$ cat src/pkg/adm_defines.svh
// register offsets, field positions, reset values and limits of the dc level meter
`ifndef ADM_DEFINES_SVH
`define ADM_DEFINES_SVH

`define ADM_OFS_CONFIG_A   7'h66
`define ADM_OFS_CONFIG_B   7'h67
`define ADM_OFS_RES_HIGH   7'h68
`define ADM_OFS_RES_MID    7'h69
`define ADM_OFS_RES_LOW    7'h6a

`define ADM_CONFIG_A_RESET 8'h00
`define ADM_CONFIG_B_RESET 8'h00
`define ADM_RESULT_RESET   24'h000000

// config a fields
`define ADM_A_ENABLE_BIT   7
`define ADM_A_METHOD_BIT   5
`define ADM_A_LEN_MSB      4
`define ADM_A_LEN_LSB      0
// config b fields
`define ADM_B_HOLD_BIT     6
`define ADM_B_RESSEL_BIT   5
`define ADM_B_AVG_MSB      4
`define ADM_B_AVG_LSB      0

`define ADM_CODE_MIN       5'h01
`define ADM_CODE_MAX       5'h14

`endif

$ cat src/pkg/adm_pkg.sv
// types and shared arithmetic of the dc level meter
`default_nettype none
`include "adm_defines.svh"
package adm_pkg;

  typedef logic signed [23:0] adm_sample_t;
  typedef logic signed [45:0] adm_wide_t;
  typedef logic [4:0]         adm_code_t;

  // reserved length codes are pulled into the legal range
  function automatic adm_code_t adm_len(input adm_code_t code);
    if (code < `ADM_CODE_MIN) begin
      return `ADM_CODE_MIN;
    end
    if (code > `ADM_CODE_MAX) begin
      return `ADM_CODE_MAX;
    end
    return code;
  endfunction

  function automatic adm_wide_t adm_ashr(input adm_wide_t v,
                                         input adm_code_t d);
    return v >>> d;
  endfunction

  function automatic logic [20:0] adm_span_last(input adm_code_t d);
    logic [20:0] one;
    one = 21'h000001;
    return (one << d) - 21'h000001;
  endfunction

endpackage
`default_nettype wire

$ cat src/rtl/adm_dc_meas.sv
// dc level meter of the mono adc channel: iir, sinc, result and read port
`default_nettype none
`include "adm_defines.svh"
module adm_dc_meas (
  input  wire logic                 mclk,
  input  wire logic                 reset_n,
  input  wire logic                 sample_valid,
  input  wire adm_pkg::adm_sample_t sample_data,
  input  wire logic [6:0]           reg_addr,
  input  wire logic                 reg_wr,
  input  wire logic [7:0]           reg_wdata,
  output logic      [7:0]           reg_rdata
);

  // ************************************************************
  // configuration
  // ************************************************************
  logic [7:0] config_a;
  logic [7:0] config_b;

  adm_cfg_regs u_cfg (
    .mclk      (mclk),
    .reset_n   (reset_n),
    .reg_addr  (reg_addr),
    .reg_wr    (reg_wr),
    .reg_wdata (reg_wdata),
    .config_a  (config_a),
    .config_b  (config_b)
  );

  wire meas_en    = config_a[`ADM_A_ENABLE_BIT];
  wire use_iir    = config_a[`ADM_A_METHOD_BIT];
  wire hold       = config_b[`ADM_B_HOLD_BIT];
  wire latch_mode = config_b[`ADM_B_RESSEL_BIT];
  wire adm_pkg::adm_code_t len_code =
    config_a[`ADM_A_LEN_MSB:`ADM_A_LEN_LSB];
  wire adm_pkg::adm_code_t avg_code =
    config_b[`ADM_B_AVG_MSB:`ADM_B_AVG_LSB];
  // reserved length codes would give a zero or oversized span
  wire adm_pkg::adm_code_t len = adm_pkg::adm_len(len_code);
  // reserved period codes above twenty are clamped the same way
  wire adm_pkg::adm_code_t avg_n =
    (avg_code > `ADM_CODE_MAX) ? `ADM_CODE_MAX : avg_code;

  // ************************************************************
  // sinc averager
  // ************************************************************
  logic                 sinc_valid;
  adm_pkg::adm_sample_t sinc_out;

  wire sinc_clear = !meas_en || use_iir;

  adm_sinc u_sinc (
    .mclk      (mclk),
    .reset_n   (reset_n),
    .clear     (sinc_clear),
    .in_valid  (sample_valid),
    .in_data   (sample_data),
    .len       (len),
    .out_valid (sinc_valid),
    .out_data  (sinc_out)
  );

  // ************************************************************
  // averaging period of the iir filter
  // ************************************************************
  logic [20:0] period_cnt;

  wire         iir_run    = meas_en && use_iir;
  wire         infinite   = avg_n == 5'h00;
  wire [20:0]  period_last = adm_pkg::adm_span_last(avg_n);
  wire         period_end = iir_run && !infinite &&
                            (period_cnt >= period_last);

  always_ff @(posedge mclk) begin
    // infinite mode parks the count so a later period starts afresh
    if (!reset_n || !iir_run || period_end || infinite) begin
      period_cnt <= 21'h0;
    end else begin
      period_cnt <= period_cnt + 21'h000001;
    end
  end

  // ************************************************************
  // first-order low-pass iir: y += (x - y) / 2^D
  // ************************************************************
  // 24 integer bits, 20 fraction bits and one guard bit
  logic signed [44:0] iir_y;
  logic signed [23:0] iir_latched;

  wire signed [44:0] x_ext   = {sample_data[23], sample_data, 20'h00000};
  wire adm_pkg::adm_wide_t diff = 46'(x_ext) - 46'(iir_y);
  wire adm_pkg::adm_wide_t step = adm_pkg::adm_ashr(diff, len);
  wire signed [44:0] next_iir_y = iir_y + step[44:0];
  wire signed [23:0] iir_out    = iir_y[43:20];

  always_ff @(posedge mclk) begin
    if (!reset_n || !iir_run || period_end) begin
      iir_y <= 45'h0;
    end else if (sample_valid) begin
      iir_y <= next_iir_y;
    end
  end

  // value caught the cycle before the filter is cleared
  always_ff @(posedge mclk) begin
    if (!reset_n) begin
      iir_latched <= 24'h000000;
    end else if (period_end) begin
      iir_latched <= iir_out;
    end
  end

  // ************************************************************
  // result and freeze
  // ************************************************************
  adm_pkg::adm_sample_t result;

  wire adm_pkg::adm_sample_t iir_pick =
    latch_mode ? iir_latched : iir_out;
  wire adm_pkg::adm_sample_t next_result =
    use_iir ? iir_pick : sinc_out;
  wire result_load = meas_en && !hold;

  always_ff @(posedge mclk) begin
    if (!reset_n) begin
      result <= `ADM_RESULT_RESET;
    end else if (result_load) begin
      result <= next_result;
    end
  end

  // ************************************************************
  // read port
  // ************************************************************
  logic [7:0] next_rdata;

  always_comb begin
    case (reg_addr)
      `ADM_OFS_CONFIG_A: next_rdata = config_a;
      `ADM_OFS_CONFIG_B: next_rdata = config_b;
      `ADM_OFS_RES_HIGH: next_rdata = result[23:16];
      `ADM_OFS_RES_MID:  next_rdata = result[15:8];
      `ADM_OFS_RES_LOW:  next_rdata = result[7:0];
      default:           next_rdata = 8'h00;
    endcase
  end

  always_ff @(posedge mclk) begin
    if (!reset_n) begin
      reg_rdata <= 8'h00;
    end else begin
      reg_rdata <= next_rdata;
    end
  end

  // ************************************************************
  // assertions
  // ************************************************************
  property p_idle_when_off;
    @(posedge mclk) disable iff (!reset_n)
      !meas_en |=> (iir_y == 45'h0) && (period_cnt == 21'h0);
  endproperty
  a_idle_when_off: assert property (p_idle_when_off)
    else $error("filter not idle while measurement disabled");

  property p_sinc_block;
    @(posedge mclk) disable iff (!reset_n)
      (meas_en && !use_iir && len == 5'h01 && sample_valid
       && $stable(config_a)) ##1 (sample_valid && $stable(config_a))
      |=> sinc_valid || $past(sinc_valid);
  endproperty
  a_sinc_block: assert property (p_sinc_block)
    else $error("sinc average missing after two samples");

  property p_iir_step;
    @(posedge mclk) disable iff (!reset_n)
      (iir_run && sample_valid && !period_end)
      |=> iir_y == $past(iir_y) + $past(step[44:0]);
  endproperty
  a_iir_step: assert property (p_iir_step)
    else $error("iir state did not follow its update");

  property p_hold_freeze;
    @(posedge mclk) disable iff (!reset_n)
      hold [*2] |-> $stable(result);
  endproperty
  a_hold_freeze: assert property (p_hold_freeze)
    else $error("result changed while held");

  property p_iir_instant;
    @(posedge mclk) disable iff (!reset_n)
      (meas_en && use_iir && !latch_mode && !hold)
      |=> result == $past(iir_out);
  endproperty
  a_iir_instant: assert property (p_iir_instant)
    else $error("result is not the instantaneous iir output");

  property p_latch_before_clear;
    @(posedge mclk) disable iff (!reset_n)
      period_end |=> (iir_latched == $past(iir_out)) && (iir_y == 45'h0);
  endproperty
  a_latch_before_clear: assert property (p_latch_before_clear)
    else $error("iir value not latched ahead of clear");

  property p_period_two;
    @(posedge mclk) disable iff (!reset_n)
      (period_end && avg_n == 5'h01 && iir_run)
      ##1 (iir_run && $stable(config_b) && $stable(config_a))
      |-> !period_end ##1 (period_end || !iir_run || !$stable(config_b));
  endproperty
  a_period_two: assert property (p_period_two)
    else $error("averaging period of two clocks not kept");

  property p_infinite;
    @(posedge mclk) disable iff (!reset_n)
      infinite |-> !period_end ##1 (period_cnt == 21'h0);
  endproperty
  a_infinite: assert property (p_infinite)
    else $error("periodic clear with infinite averaging");

  property p_read_high;
    @(posedge mclk) disable iff (!reset_n)
      reg_addr == `ADM_OFS_RES_HIGH |=> reg_rdata == $past(result[23:16]);
  endproperty
  a_read_high: assert property (p_read_high)
    else $error("high result byte read wrong");

  property p_read_mid;
    @(posedge mclk) disable iff (!reset_n)
      reg_addr == `ADM_OFS_RES_MID |=> reg_rdata == $past(result[15:8]);
  endproperty
  a_read_mid: assert property (p_read_mid)
    else $error("middle result byte read wrong");

  property p_read_low;
    @(posedge mclk) disable iff (!reset_n)
      reg_addr == `ADM_OFS_RES_LOW |=> reg_rdata == $past(result[7:0]);
  endproperty
  a_read_low: assert property (p_read_low)
    else $error("low result byte read wrong");

  property p_idle_result;
    @(posedge mclk) disable iff (!reset_n)
      !meas_en |=> $stable(result);
  endproperty
  a_idle_result: assert property (p_idle_result)
    else $error("result moved while measurement disabled");

  property p_sinc_off;
    @(posedge mclk) disable iff (!reset_n)
      sinc_clear |=> !sinc_valid;
  endproperty
  a_sinc_off: assert property (p_sinc_off)
    else $error("sinc averager active while not selected");

  property p_sinc_result;
    @(posedge mclk) disable iff (!reset_n)
      (meas_en && !use_iir && !hold) |=> result == $past(sinc_out);
  endproperty
  a_sinc_result: assert property (p_sinc_result)
    else $error("result is not the sinc average");

  property p_latched_result;
    @(posedge mclk) disable iff (!reset_n)
      (meas_en && use_iir && latch_mode && !hold)
      |=> result == $past(iir_latched);
  endproperty
  a_latched_result: assert property (p_latched_result)
    else $error("result is not the latched iir value");

  property p_latch_steady;
    @(posedge mclk) disable iff (!reset_n)
      !period_end |=> $stable(iir_latched);
  endproperty
  a_latch_steady: assert property (p_latch_steady)
    else $error("latched iir value moved between clears");

  property p_period_bound;
    @(posedge mclk) disable iff (!reset_n)
      (iir_run && !infinite && $stable(avg_n)) |-> period_cnt <= period_last;
  endproperty
  a_period_bound: assert property (p_period_bound)
    else $error("averaging period counter overran its span");

  property p_reset_clears;
    @(posedge mclk)
      !reset_n |=> (result == `ADM_RESULT_RESET) && (reg_rdata == 8'h00)
        && (config_a == `ADM_CONFIG_A_RESET)
        && (config_b == `ADM_CONFIG_B_RESET);
  endproperty
  a_reset_clears: assert property (p_reset_clears)
    else $error("registers not cleared by reset");

  property p_write_a;
    @(posedge mclk) disable iff (!reset_n)
      (reg_wr && reg_addr == `ADM_OFS_CONFIG_A)
      |=> config_a == $past(reg_wdata);
  endproperty
  a_write_a: assert property (p_write_a)
    else $error("first configuration write not taken");

  property p_write_b;
    @(posedge mclk) disable iff (!reset_n)
      (reg_wr && reg_addr == `ADM_OFS_CONFIG_B)
      |=> config_b == $past(reg_wdata);
  endproperty
  a_write_b: assert property (p_write_b)
    else $error("second configuration write not taken");

endmodule
`default_nettype wire

$ cat src/rtl/adm_cfg_regs.sv
// the two writable configuration registers of the dc level meter
`default_nettype none
`include "adm_defines.svh"
module adm_cfg_regs (
  input  wire logic       mclk,
  input  wire logic       reset_n,
  input  wire logic [6:0] reg_addr,
  input  wire logic       reg_wr,
  input  wire logic [7:0] reg_wdata,
  output logic      [7:0] config_a,
  output logic      [7:0] config_b
);

  wire wr_a = reg_wr && (reg_addr == `ADM_OFS_CONFIG_A);
  wire wr_b = reg_wr && (reg_addr == `ADM_OFS_CONFIG_B);

  // reserved bits are stored as written so they read back
  always_ff @(posedge mclk) begin
    if (!reset_n) begin
      config_a <= `ADM_CONFIG_A_RESET;
      config_b <= `ADM_CONFIG_B_RESET;
    end else begin
      if (wr_a) begin
        config_a <= reg_wdata;
      end
      if (wr_b) begin
        config_b <= reg_wdata;
      end
    end
  end

endmodule
`default_nettype wire

$ cat src/rtl/adm_sinc.sv
// first-order sinc averager over a power-of-two block of samples
`default_nettype none
module adm_sinc (
  input  wire logic                     mclk,
  input  wire logic                     reset_n,
  input  wire logic                     clear,
  input  wire logic                     in_valid,
  input  wire adm_pkg::adm_sample_t     in_data,
  input  wire adm_pkg::adm_code_t       len,
  output logic                          out_valid,
  output adm_pkg::adm_sample_t          out_data
);

  logic signed [43:0] acc;
  logic        [20:0] cnt;

  wire               last      = cnt == adm_pkg::adm_span_last(len);
  wire signed [43:0] in_ext    = 44'(in_data);
  wire signed [43:0] acc_sum   = acc + in_ext;
  wire adm_pkg::adm_wide_t avg = adm_pkg::adm_ashr(46'(acc_sum), len);

  always_ff @(posedge mclk) begin
    if (!reset_n || clear) begin
      acc       <= 44'h0;
      cnt       <= 21'h0;
      out_valid <= 1'b0;
    end else begin
      out_valid <= in_valid && last;
      if (in_valid) begin
        acc <= last ? 44'h0 : acc_sum;
        cnt <= last ? 21'h0 : cnt + 21'h000001;
      end
    end
  end

  // average persists through a clear so the last result stays readable
  always_ff @(posedge mclk) begin
    if (!reset_n) begin
      out_data <= 24'h000000;
    end else if (!clear && in_valid && last) begin
      out_data <= avg[23:0];
    end
  end

endmodule
`default_nettype wire

$ cat config.mk
export PLATFORM = sky130hd
export DESIGN_NAME = adm_dc_meas
export DESIGN_NICKNAME = d
export VERILOG_FILES = /design/src/pkg/adm_pkg.sv /design/src/rtl/adm_dc_meas.sv /design/src/rtl/adm_cfg_regs.sv /design/src/rtl/adm_sinc.sv
export VERILOG_INCLUDE_DIRS = /design/src /design/src/pkg
export SDC_FILE = /design/constraint.sdc
export NUM_CORES = 1
export LEC_CHECK = 0
export ABC_AREA = 1
export BUFFER_PORTS_ARGS = -buffer_cell sky130_fd_sc_hd__buf_4
export CORE_UTILIZATION = 50
export DETAILED_ROUTE_END_ITERATION = 10
export PLACE_DENSITY = 0.72
export SLEW_MARGIN = 30
export SYNTH_ARGS = -nofsm -noshare
export SYNTH_HDL_FRONTEND = slang
export SYNTH_SLANG_ARGS = --single-unit
$ cat constraint.sdc
create_clock -name mclk -period 6 [get_ports mclk]
set_clock_uncertainty 0.2 [all_clocks]
set_input_delay 0.3 -clock mclk [delete_from_list [all_inputs] [get_ports mclk]]
set_output_delay 0.3 -clock mclk [all_outputs]
set_load 0.01 [all_outputs]
# ---- Word level (Yosys, flattened, before mapping)
# Index checks and enable logic that the tools add are counted.
dict set report totals {
  elab_cells 64
  out_inout_bits 8
  regBits 227
}
dict set report op_classes {
  mux 13
  order_cmp 4
  n_eq_ne 6
  shift 4
  add_sub_neg 7
  n_reduce_logical 20
}
# cell n
set ops {}
lappend ops {{$mux 24} 2}
lappend ops {{$sshr 46x5->45} 1}
lappend ops {{$sub 44x45->46} 1}
lappend ops {{$add 45x45->45} 1}
lappend ops {{$add 44x24->44} 1}
lappend ops {{$mux 44} 1}
lappend ops {{$sshr 44x5->24} 1}
lappend ops {{$add 21x1->21 const B} 2}
lappend ops {{$shl 1x5->21 const A} 2}
lappend ops {{$sub 21x1->21 const B} 2}
lappend ops {{$pmux 8 s5} 1}
lappend ops {{$eq 7x7->1 const B} 5}
lappend ops {{$mux 5} 5}
lappend ops {{$eq 21x21->1} 1}
lappend ops {{$ge 21x21->1} 1}
lappend ops {{$mux 21} 1}
lappend ops {{$gt 5x5->1 const B} 2}
lappend ops {{$logic_and 1x1->1} 8}
lappend ops {{$logic_not 1->1} 6}
lappend ops {{$logic_not 5->1} 1}
lappend ops {{$logic_or 1x1->1} 5}
lappend ops {{$lt 5x1->1 const B} 1}
lappend ops {{$mux 1} 3}

# ---- Depth between registers and ports, before layout
# Gate-level depths: netlist of run 1.
dict set report logic_depth {
  depth_word 9
  mapped_depth 36
}

# ---- Cells and area by module
# A second synthesis of run 1 with hierarchy kept.
dict set report unflattened {
  hier_cells 4605
  area_unflattened_um2 25353.1
}
# mod area_per_inst_um2 seq_area_each_um2 n_inst cells_per_inst
set by_module_without_submodules {}
lappend by_module_without_submodules {adm_dc_meas 14401.3 2442.3 1 2574}
lappend by_module_without_submodules {adm_sinc 10203.5 1801.7 1 1927}
lappend by_module_without_submodules {adm_cfg_regs 748.2 320.3 1 104}

# ---- Worst setup path before layout of run 1
# No wires, ideal clock.
dict set report synth_timing {
  path_kind {register -> register}
  startpoint {register iir_y[1]}
  endpoint {register iir_y[18]}
  stages_incl_launch_ff 34
  period_less_slack_ns 4.691
  required_time_ns 5.668
  arrival_ns 4.359
  slack_ns 1.309
  cell_sequence {dfxtp_1 > inv_1 > ha_1 > nand4_1 > nor2_1 > nand2_1 > nor2_1 > nand3_1 > xor2_1 > nand2_1 > o21ai_0 > nand2_1 > nand2_1 > nand2_1 > nand3_1 > nand3_1 > inv_1 > ha_1 > inv_1 > fa_1 > inv_1 > nand3_1 > nand2_1 > a21oi_1 > o21bai_1 > a21boi_0 > o21ai_0 > inv_1 > o21ai_0 > nand3_1 > nand2_1 > nand2_1 > nand3_1 > a21oi_1}
}
dict set report synth_via {
  elab_chain_len 3
}
# item line_no
set synth_lines {}
lappend synth_lines {{start: declaration} adm_dc_meas.sv:88} ;# logic signed [44:0] iir_y;
lappend synth_lines {{start signal: assignment} adm_dc_meas.sv:101} ;# iir_y <= next_iir_y;
lappend synth_lines {{$sub 44x45->46} adm_dc_meas.sv:92} ;# wire adm_pkg::adm_wide_t diff = 46'(x_ext) - 46'(iir_y);
lappend synth_lines {{$sshr 46x5->45} adm_pkg.sv:23} ;# return v >>> d;
lappend synth_lines {{$add 45x45->45 *} adm_dc_meas.sv:94} ;# wire signed [44:0] next_iir_y = iir_y + step[44:0];
# Every way passes the cells marked *; elsewhere a longest branch is shown, timed or not.
# A chain may end at the register's enable or synchronous reset.

# ---- Final worst setup path of run 1
dict set report layout_timing {
  startpoint {register iir_y[29]}
  endpoint {register iir_y[42]}
}
# Same word-level chain as after synthesis.

==> results of run 1 <==
[critical path, delay by kind of cell, from the launching register on]
kind	cells	cell delay, ps
adders and majority gates	2	710
buffers and inverters	4	440
DFF	1	530
AOI/OAI and AO/OA	12	2220
and+or+nand+nor	11	1330
[state kept, by name (all words and copies together) (netlist names)]
register and flops:
iir_y 45, u_sinc.acc 44, iir_latched 24, result 24, u_sinc.out_data 24, period_cnt 21, u_sinc.cnt 21, reg_rdata 8
u_cfg.config_a 8, u_cfg.config_b 8
[kinds of logic (layout without fill, tap and decap cells)]
group / after synthesis / count (layout) / share of synthesized area (%)
XOR/XNOR: 84 / 84 / 3.10
multiplexers: 1 / 1 / 0.0422
AND/OR/NAND/NOR: 2275 / 2275 / 41.8
flip-flops: 227 / 227 / 19.2
adder cells (fa/ha/maj): 140 / 140 / 7.45
AO/OA/AOI/OAI: 753 / 753 / 17.5
other: 1 / 1 / 0.0158
buffers and inverters: 674 / 709 / 11.0
[path summary, 6_finish.rpt]
kind / endpoint / depth (start not counted) / from / slack [ps]
hold reg to reg: u_cfg.config_a[6]$_SDFFE_PN0P_ / 2 / u_cfg.config_a[6]$_SDFFE_PN0P_ / 250
setup / recovery: iir_y[42]$_SDFFE_PP0P_ / 29 / iir_y[29]$_SDFFE_PP0P_ / 450
hold / removal: reg_rdata[7]$_SDFF_PN0_ / 7 / reg_addr[5] / 70
setup reg to reg: iir_y[42]$_SDFFE_PP0P_ / 29 / iir_y[29]$_SDFFE_PP0P_ / 450
[Yosys cell counts, types with 49 or more instances]
library cell / n
a21oi_1: 363
clkbuf_1: 94
dfxtp_1: 227
ha_1: 138
inv_1: 506
nand2_1: 1116
nand3_1: 540
nand4_1: 75
nor2_1: 379
nor3_1: 49
o21ai_0: 225
xor2_1: 64
[power by group through the flow]
stage	clock [mW]	combinational, mW	sequential, mW
after global placement	0	0.662	1.54
after global routing	1.93	0.761	1.51
after detailed placement	0	0.659	1.54
after CTS	1.88	0.675	1.51
final	1.87	0.690	1.51
after floorplan	0	0.463	1.54
[through the flow]
| stage | setup slack [ps] | std cells |
|---|---|---|
| finish | 448 | 4797 |
| global route | 19.7 | 4797 |
| CTS | 524 | 4797 |
| detailed placement | 557 | 4719 |
| global placement | 477 | 4719 |
| floorplan | 1310 | 4155 |
[layout make-up]
cell class,instances,area share [%]
timing repair buffer,131,4.07
clock inverter,18,0.844
tap,607,2.93
sequential,227,17.5
multi-input combinational,3254,64.0
inverter,524,7.61
clock buffer,36,3.06
[routing by layer]
| metal | global-route usage, % | vias up |
|---|---|---|
| met5 | 0 | - |
| li1 | - | 13814 |
| met4 | 20.4 | 2 |
| met1 | 47.3 | 12466 |
| met2 | 57.9 | 1160 |
| met3 | 4.17 | 225 |
[what timing repair did]
| item | 4_1_cts | 5_1_grt |
|---|---|---|
| setup endpoints to repair | 0 | 16 |
| hold endpoints to repair | 37 | 0 |
| hold buffers | 24 | 0 |
| resized for setup | 0 | 5 |
==> qor.csv, run 1 <==
stage;metric;value;unit
outcome;status;finished with violations;
outcome;violations;design-rule violations;
yosys;yosysTopAreaCell;dfxtp_1;
yosys;synthTopCellsByArea;dfxtp_1, nand2_1, nand3_1, inv_1, a21oi_1;
yosys;synth_warnings;0;
power_and_ir_drop;p_sw_share;31.0;%
global_route;grt_max_degree;87;
drt;wl_met1;37700;um
final_layout;regArea;0.00455;mm2
timing;max_clock_freq;180;MHz
setup_path;worstPathArrival;5840;ps
global_route;grt_usage;36.3;%
worst_hold_path;hold_class;input port to flop;
yosys;avgSynthCellArea;5.71;um2
final_layout;num-fill-cells;4912;
yosys;synth_edf_count;0;
final_layout;drive_above_1_share;5.66;%
yosys;synth_seq_area_share;19.2;%
power_and_ir_drop;peakVddDrop;0.233;mV
yosys;synth_top_area_share;19.2;%
timing;fin_tns_setup;0;ps
cts;clkLatencyLatePin;620;ps
floorplan;start_util;50.9;%
timing;maxSlewViolCount;0;
drt;wl_met3;6640;um
yosys;postSynthCellCount;4155;
run;cap_violations;0;
floorplan;num_io_pins;51;
drt;num_vias;27667;
setup_path;crit_slowest_cell;dfxtp_1;
setup_path;crit_path_end_kind;flop;
global_route;antenna_found_initial;1;
power_and_ir_drop;p_sw;1.26;mW
final_layout;fin_area;0.0259;mm2
yosys;synth_nets;4338;
final_layout;finalNetCount;4351;
drt;wl_per_cell;18.5;um
final_layout;final_cell_mix;nand2_1, nand3_1, inv_1;
power_and_ir_drop;power_density;157;mW/mm2
drt;drtPass1Iterations;9;
power_and_ir_drop;power_frac_comb;17.0;%
power_and_ir_drop;clockPowerShare;46.0;%
floorplan;row_count;79;
power_and_ir_drop;pwr-share-seq;37.1;%
timing;hold_viol;0;
drt;top_layer_used;met5;
power_and_ir_drop;p_int;2.81;mW
cts;post_cts_buffers;0;
timing;fin_crit_sh;92.5;%
cts;clock_path_buffers;3;
timing;grt_setup_unrepaired;no;
yosys;synth_area;0.0237;mm2
setup_path;startpoint_type;flop;
final_layout;finish.utilization;55.6;%
drt;viasPerCell;5.77;
floorplan;die_w;220;um
cts;cts-root-buf;clkbuf_16;
setup_path;cp.required;6290;ps
floorplan;die_area;0.0483;mm2
timing;whs;71.3;ps
setup_path;critPathMaxFanout;5;
drt;drc;6;
drt;routed_wl;89000;um
drt;antenna_left;0;
yosys;synthArstFlopShare;0;%
global_route;grt-ovfl-total;0;
setup_path;crit_type;flop to flop;
global_route;grt_pass1_vias;24975;
floorplan;die_h;220;um
place;port_buffers;50;
cts;cts-htree-levels;1;
place;dp_hpwl;69800;um
drt;drt_iter0_markers;3152;
timing;relSlewSlack;37.1;%
cts;numCtsBuffers;30;
yosys;synth_ff_type;dfxtp_1;
global_route;grt_pass1_wl;137000;um
cts;cts_tree;done;
cts;cts.sinks;227;
cts;clkTransAtPathRegs;60;ps
timing;min_period;5550;ps
final_layout;layout_commonest_cell;nand2_1;
place;place_area;0.0247;mm2
yosys;synth.distinct_cells;63;
timing;tightest_slew;944;ps
timing;finalSetupViolCount;0;
final_layout;multiInputGateArea;0.0166;mm2
power_and_ir_drop;p_leak;12.2;nW
drt;wl_met2;39100;um
final_layout;synthToLayoutAreaGrowth;9.37;%
setup_path;slowest_delay;530;ps
final_layout;n_antenna_cell;0;
power_and_ir_drop;total_power;4.07;mW
yosys;synth-seq-cells;227;
place;gp_congestion;1.02;
floorplan;core_area;0.0467;mm2
Power figures use the tool's default switching activity.
==> inputs of run 2 (changes only) <==
--- a/config.mk
+++ b/config.mk
@@ -8,9 +8,11 @@
 export LEC_CHECK = 0
 export ABC_AREA = 1
 export BUFFER_PORTS_ARGS = -buffer_cell sky130_fd_sc_hd__buf_4
-export CORE_UTILIZATION = 50
+export CELL_PAD_IN_SITES_DETAIL_PLACEMENT = 0
+export CELL_PAD_IN_SITES_GLOBAL_PLACEMENT = 1
+export CORE_UTILIZATION = 45
 export DETAILED_ROUTE_END_ITERATION = 10
-export PLACE_DENSITY = 0.72
+export PLACE_DENSITY = 0.88
 export SLEW_MARGIN = 30
 export SYNTH_ARGS = -nofsm -noshare
 export SYNTH_HDL_FRONTEND = slang
==> constraint.sdc (replaced) <==
create_clock -name mclk -period 6 [get_ports mclk]
set_clock_uncertainty 0.2 [all_clocks]
set_input_delay 0.6 -clock mclk [delete_from_list [all_inputs] [get_ports mclk]]
set_output_delay 0.6 -clock mclk [all_outputs]
set_load 0.01 [all_outputs]
==> qor.csv, run 2 (same netlist as run 1, synthesis figures left out) <==
stage;metric;value;unit;change
setup_path;r2r_cells;28;;was 29
timing;hold_viol;0;;unchanged
setup_path;rrSetupSlack;430;ps;was 450 ps
setup_path;crit_path_end_kind;flop;;unchanged
power_and_ir_drop;p_int;2.88;mW;was 2.81 mW
setup_path;r2r-end;iir_y[42]$_SDFFE_PP0P_;;unchanged
floorplan;num_io_pins;51;;unchanged
cts;post_cts_buffers;0;;unchanged
place;dp_hpwl;73700;um;was 69,800 um
setup_path;cp_common_cell;nand3_1;;
worst_hold_path;holdPathStages;3;;was 7
run;cap_violations;0;;unchanged
timing;finalSetupViolCount;0;;unchanged
drt;drt_iter0_markers;2684;;was 3,152
global_route;antenna_found_initial;0;;was 1
drt;viasPerCell;5.67;;was 5.77
power_and_ir_drop;total_power;4.15;mW;was 4.07 mW
setup_path;cp.required;6300;ps;was 6290 ps
power_and_ir_drop;p_sw;1.27;mW;was 1.26 mW
setup_path;slowest_delay;520;ps;was 530 ps
floorplan;die_h;232;um;was 220 um
power_and_ir_drop;peakVddDrop;0.245;mV;was 0.233 mV
final_layout;layout_commonest_cell;nand2_1;;unchanged
worst_hold_path;hold_class;input port to flop;;unchanged
final_layout;drive_above_1_share;5.67;%;was 5.66%
power_and_ir_drop;clockPowerShare;47.1;%;was 46.0%
timing;fin_crit_sh;92.9;%;was 92.5%
timing;whs;86.6;ps;was 71.3 ps
cts;clkLatencyLatePin;620;ps;about the same
cts;cts.sinks;227;;unchanged
cts;cts_tree;done;;unchanged
timing;min_period;5570;ps;was 5550 ps
power_and_ir_drop;p_sw_share;30.6;%;was 31.0%
worst_hold_path;min_from;reg_wdata[3];;was reg_addr[5]
timing;relSlewSlack;36.2;%;was 37.1%
drt;antenna_left;0;;unchanged
setup_path;timing.rr.start;iir_y[29]$_SDFFE_PP0P_;;unchanged
floorplan;core_area;0.0517;mm2;was 0.0467 mm2
place;gp_congestion;1.04;;was 1.02
cts;clkTransAtPathRegs;60;ps;about the same
cts;cts-htree-levels;1;;unchanged
power_and_ir_drop;p_leak;12.1;nW;was 12.2 nW
final_layout;finish.utilization;49.9;%;was 55.6%
final_layout;synthToLayoutAreaGrowth;8.87;%;was 9.37%
timing;fin_tns_setup;0;ps;unchanged
timing;maxSlewViolCount;0;;unchanged
final_layout;n_antenna_cell;0;;unchanged
timing;tightest_slew;957;ps;was 944 ps
power_and_ir_drop;power_frac_comb;16.5;%;was 17.0%
final_layout;top_register;iir_y;;unchanged
final_layout;num-fill-cells;5693;;was 4,912
power_and_ir_drop;pwr-share-seq;36.4;%;was 37.1%
drt;routed_wl;92400;um;was 89,000 um
setup_path;crit_slowest_cell;dfxtp_1;;unchanged
final_layout;final_cell_mix;nand2_1, nand3_1, inv_1;;unchanged
cts;numCtsBuffers;30;;unchanged
cts;cts-root-buf;clkbuf_16;;unchanged
setup_path;startpoint_type;flop;;unchanged
global_route;grt_usage;34.0;%;was 36.3%
floorplan;die_w;232;um;was 220 um
global_route;grt_pass1_wl;143000;um;was 137,000 um
timing;grt_setup_unrepaired;no;;unchanged
power_and_ir_drop;power_density;161;mW/mm2;was 157 mW/mm2
place;place_area;0.0247;mm2;about the same
final_layout;top_regs;iir_y x45, u_sinc.acc x44;;unchanged
final_layout;fin_area;0.0258;mm2;was 0.0259 mm2
final_layout;largest_reg_flops;45;;unchanged
place;port_buffers;50;;unchanged
final_layout;regArea;0.00455;mm2;about the same
drt;drc;0;;was 6
floorplan;row_count;83;;was 79
setup_path;critPathMaxFanout;5;;unchanged
timing;max_clock_freq;179;MHz;was 180 MHz
global_route;grt-ovfl-total;0;;unchanged
setup_path;crit_type;flop to flop;;unchanged
setup_path;worstPathArrival;5870;ps;was 5840 ps
cts;clock_path_buffers;3;;unchanged
drt;drtPass1Iterations;6;;was 9
floorplan;die_area;0.0536;mm2;was 0.0483 mm2
final_layout;multiInputGateArea;0.0166;mm2;about the same
drt;wl_per_cell;19.1;um;was 18.5 um
cts;postCtsHoldBufs;0;;was 24
global_route;grt_pass1_vias;25405;;was 24,975
global_route;grt_max_degree;87;;unchanged
outcome;status;complete, no violations;;was finished with violations
drt;num_vias;27482;;was 27,667
final_layout;finalNetCount;4324;;was 4,351
floorplan;start_util;45.9;%;was 50.9%
worst_hold_path;holdPathEnd;u_cfg.config_b[3]$_SDFFE_PN0P_;;was reg_rdata[7]$_SDFF_PN0_
run 2: cell count changes in the layout (fill, tap and decap cells not counted), moves of 2 or more:
cell           change
clkinv_4           -2
clkbuf_8           +3
dlygate4sd3_1     -24
buf_4              -3
run 2: worst max-delay path: cells and delay by family, from the launching register on:
kind | cells | cell delay [ps]
AOI/OAI and AO/OA | 8 | 1360
adders and majority gates | 2 | 720
buffers and inverters | 4 | 410
DFF | 1 | 520
and+or+nand+nor | 14 | 2230
run 2: how the worst max path moves through the flow:
stage	startpoint	to	slack (ps)	cells after the start
floorplan	sample_data[0]	iir_y[18]$_SDFFE_PP0P_	1230	30
global route	iir_y[35]$_SDFFE_PP0P_	iir_y[42]$_SDFFE_PP0P_	7	30
detailed placement	iir_y[0]$_SDFFE_PP0P_	iir_y[39]$_SDFFE_PP0P_	450	29
CTS	iir_y[0]$_SDFFE_PP0P_	iir_y[39]$_SDFFE_PP0P_	410	27
global placement	iir_y[0]$_SDFFE_PP0P_	iir_y[39]$_SDFFE_PP0P_	450	28
finish	iir_y[29]$_SDFFE_PP0P_	iir_y[42]$_SDFFE_PP0P_	430	28
run 2: final cells by class:
cell class | count | share of cell area [%]
clock buffer | 39 | 3.23
clock inverter | 17 | 0.906
inverter | 524 | 7.64
multi-input combinational | 3254 | 64.2
sequential | 227 | 17.6
tap | 680 | 3.29
timing repair buffer | 104 | 3.07
run 2: power groups by stage:
stage | combinational, mW | clock [mW] | sequential, mW
global route | 0.760 | 2.04 | 1.51
global placement | 0.671 | 0 | 1.54
floorplan | 0.463 | 0 | 1.54
CTS | 0.672 | 1.99 | 1.51
detailed placement | 0.669 | 0 | 1.54
finish | 0.685 | 1.95 | 1.51
run 2: per-stage QoR:
step | worst slack (ps) | instances
detailed placement | 449 | 4789
global route | 7.10 | 4845
finish | 425 | 4845
CTS | 415 | 4845
global placement | 447 | 4789
floorplan | 1230 | 4155
run 2: repair_timing:
| action | 4_1_cts | 5_1_grt |
|---|---|---|
| endpoints found under the hold margin | 0 | 0 |
| setup endpoints to repair | 0 | 13 |
| resized for setup | 0 | 7 |
run 2: metal layers:
metal,global-route usage [%],share of wire (%),vias up
met3,3.88,6.7,196
met1,44.5,44,12487
met5,0,0,-
met2,54.7,44,1036
li1,-,-,13763
met4,17.8,5.9,0
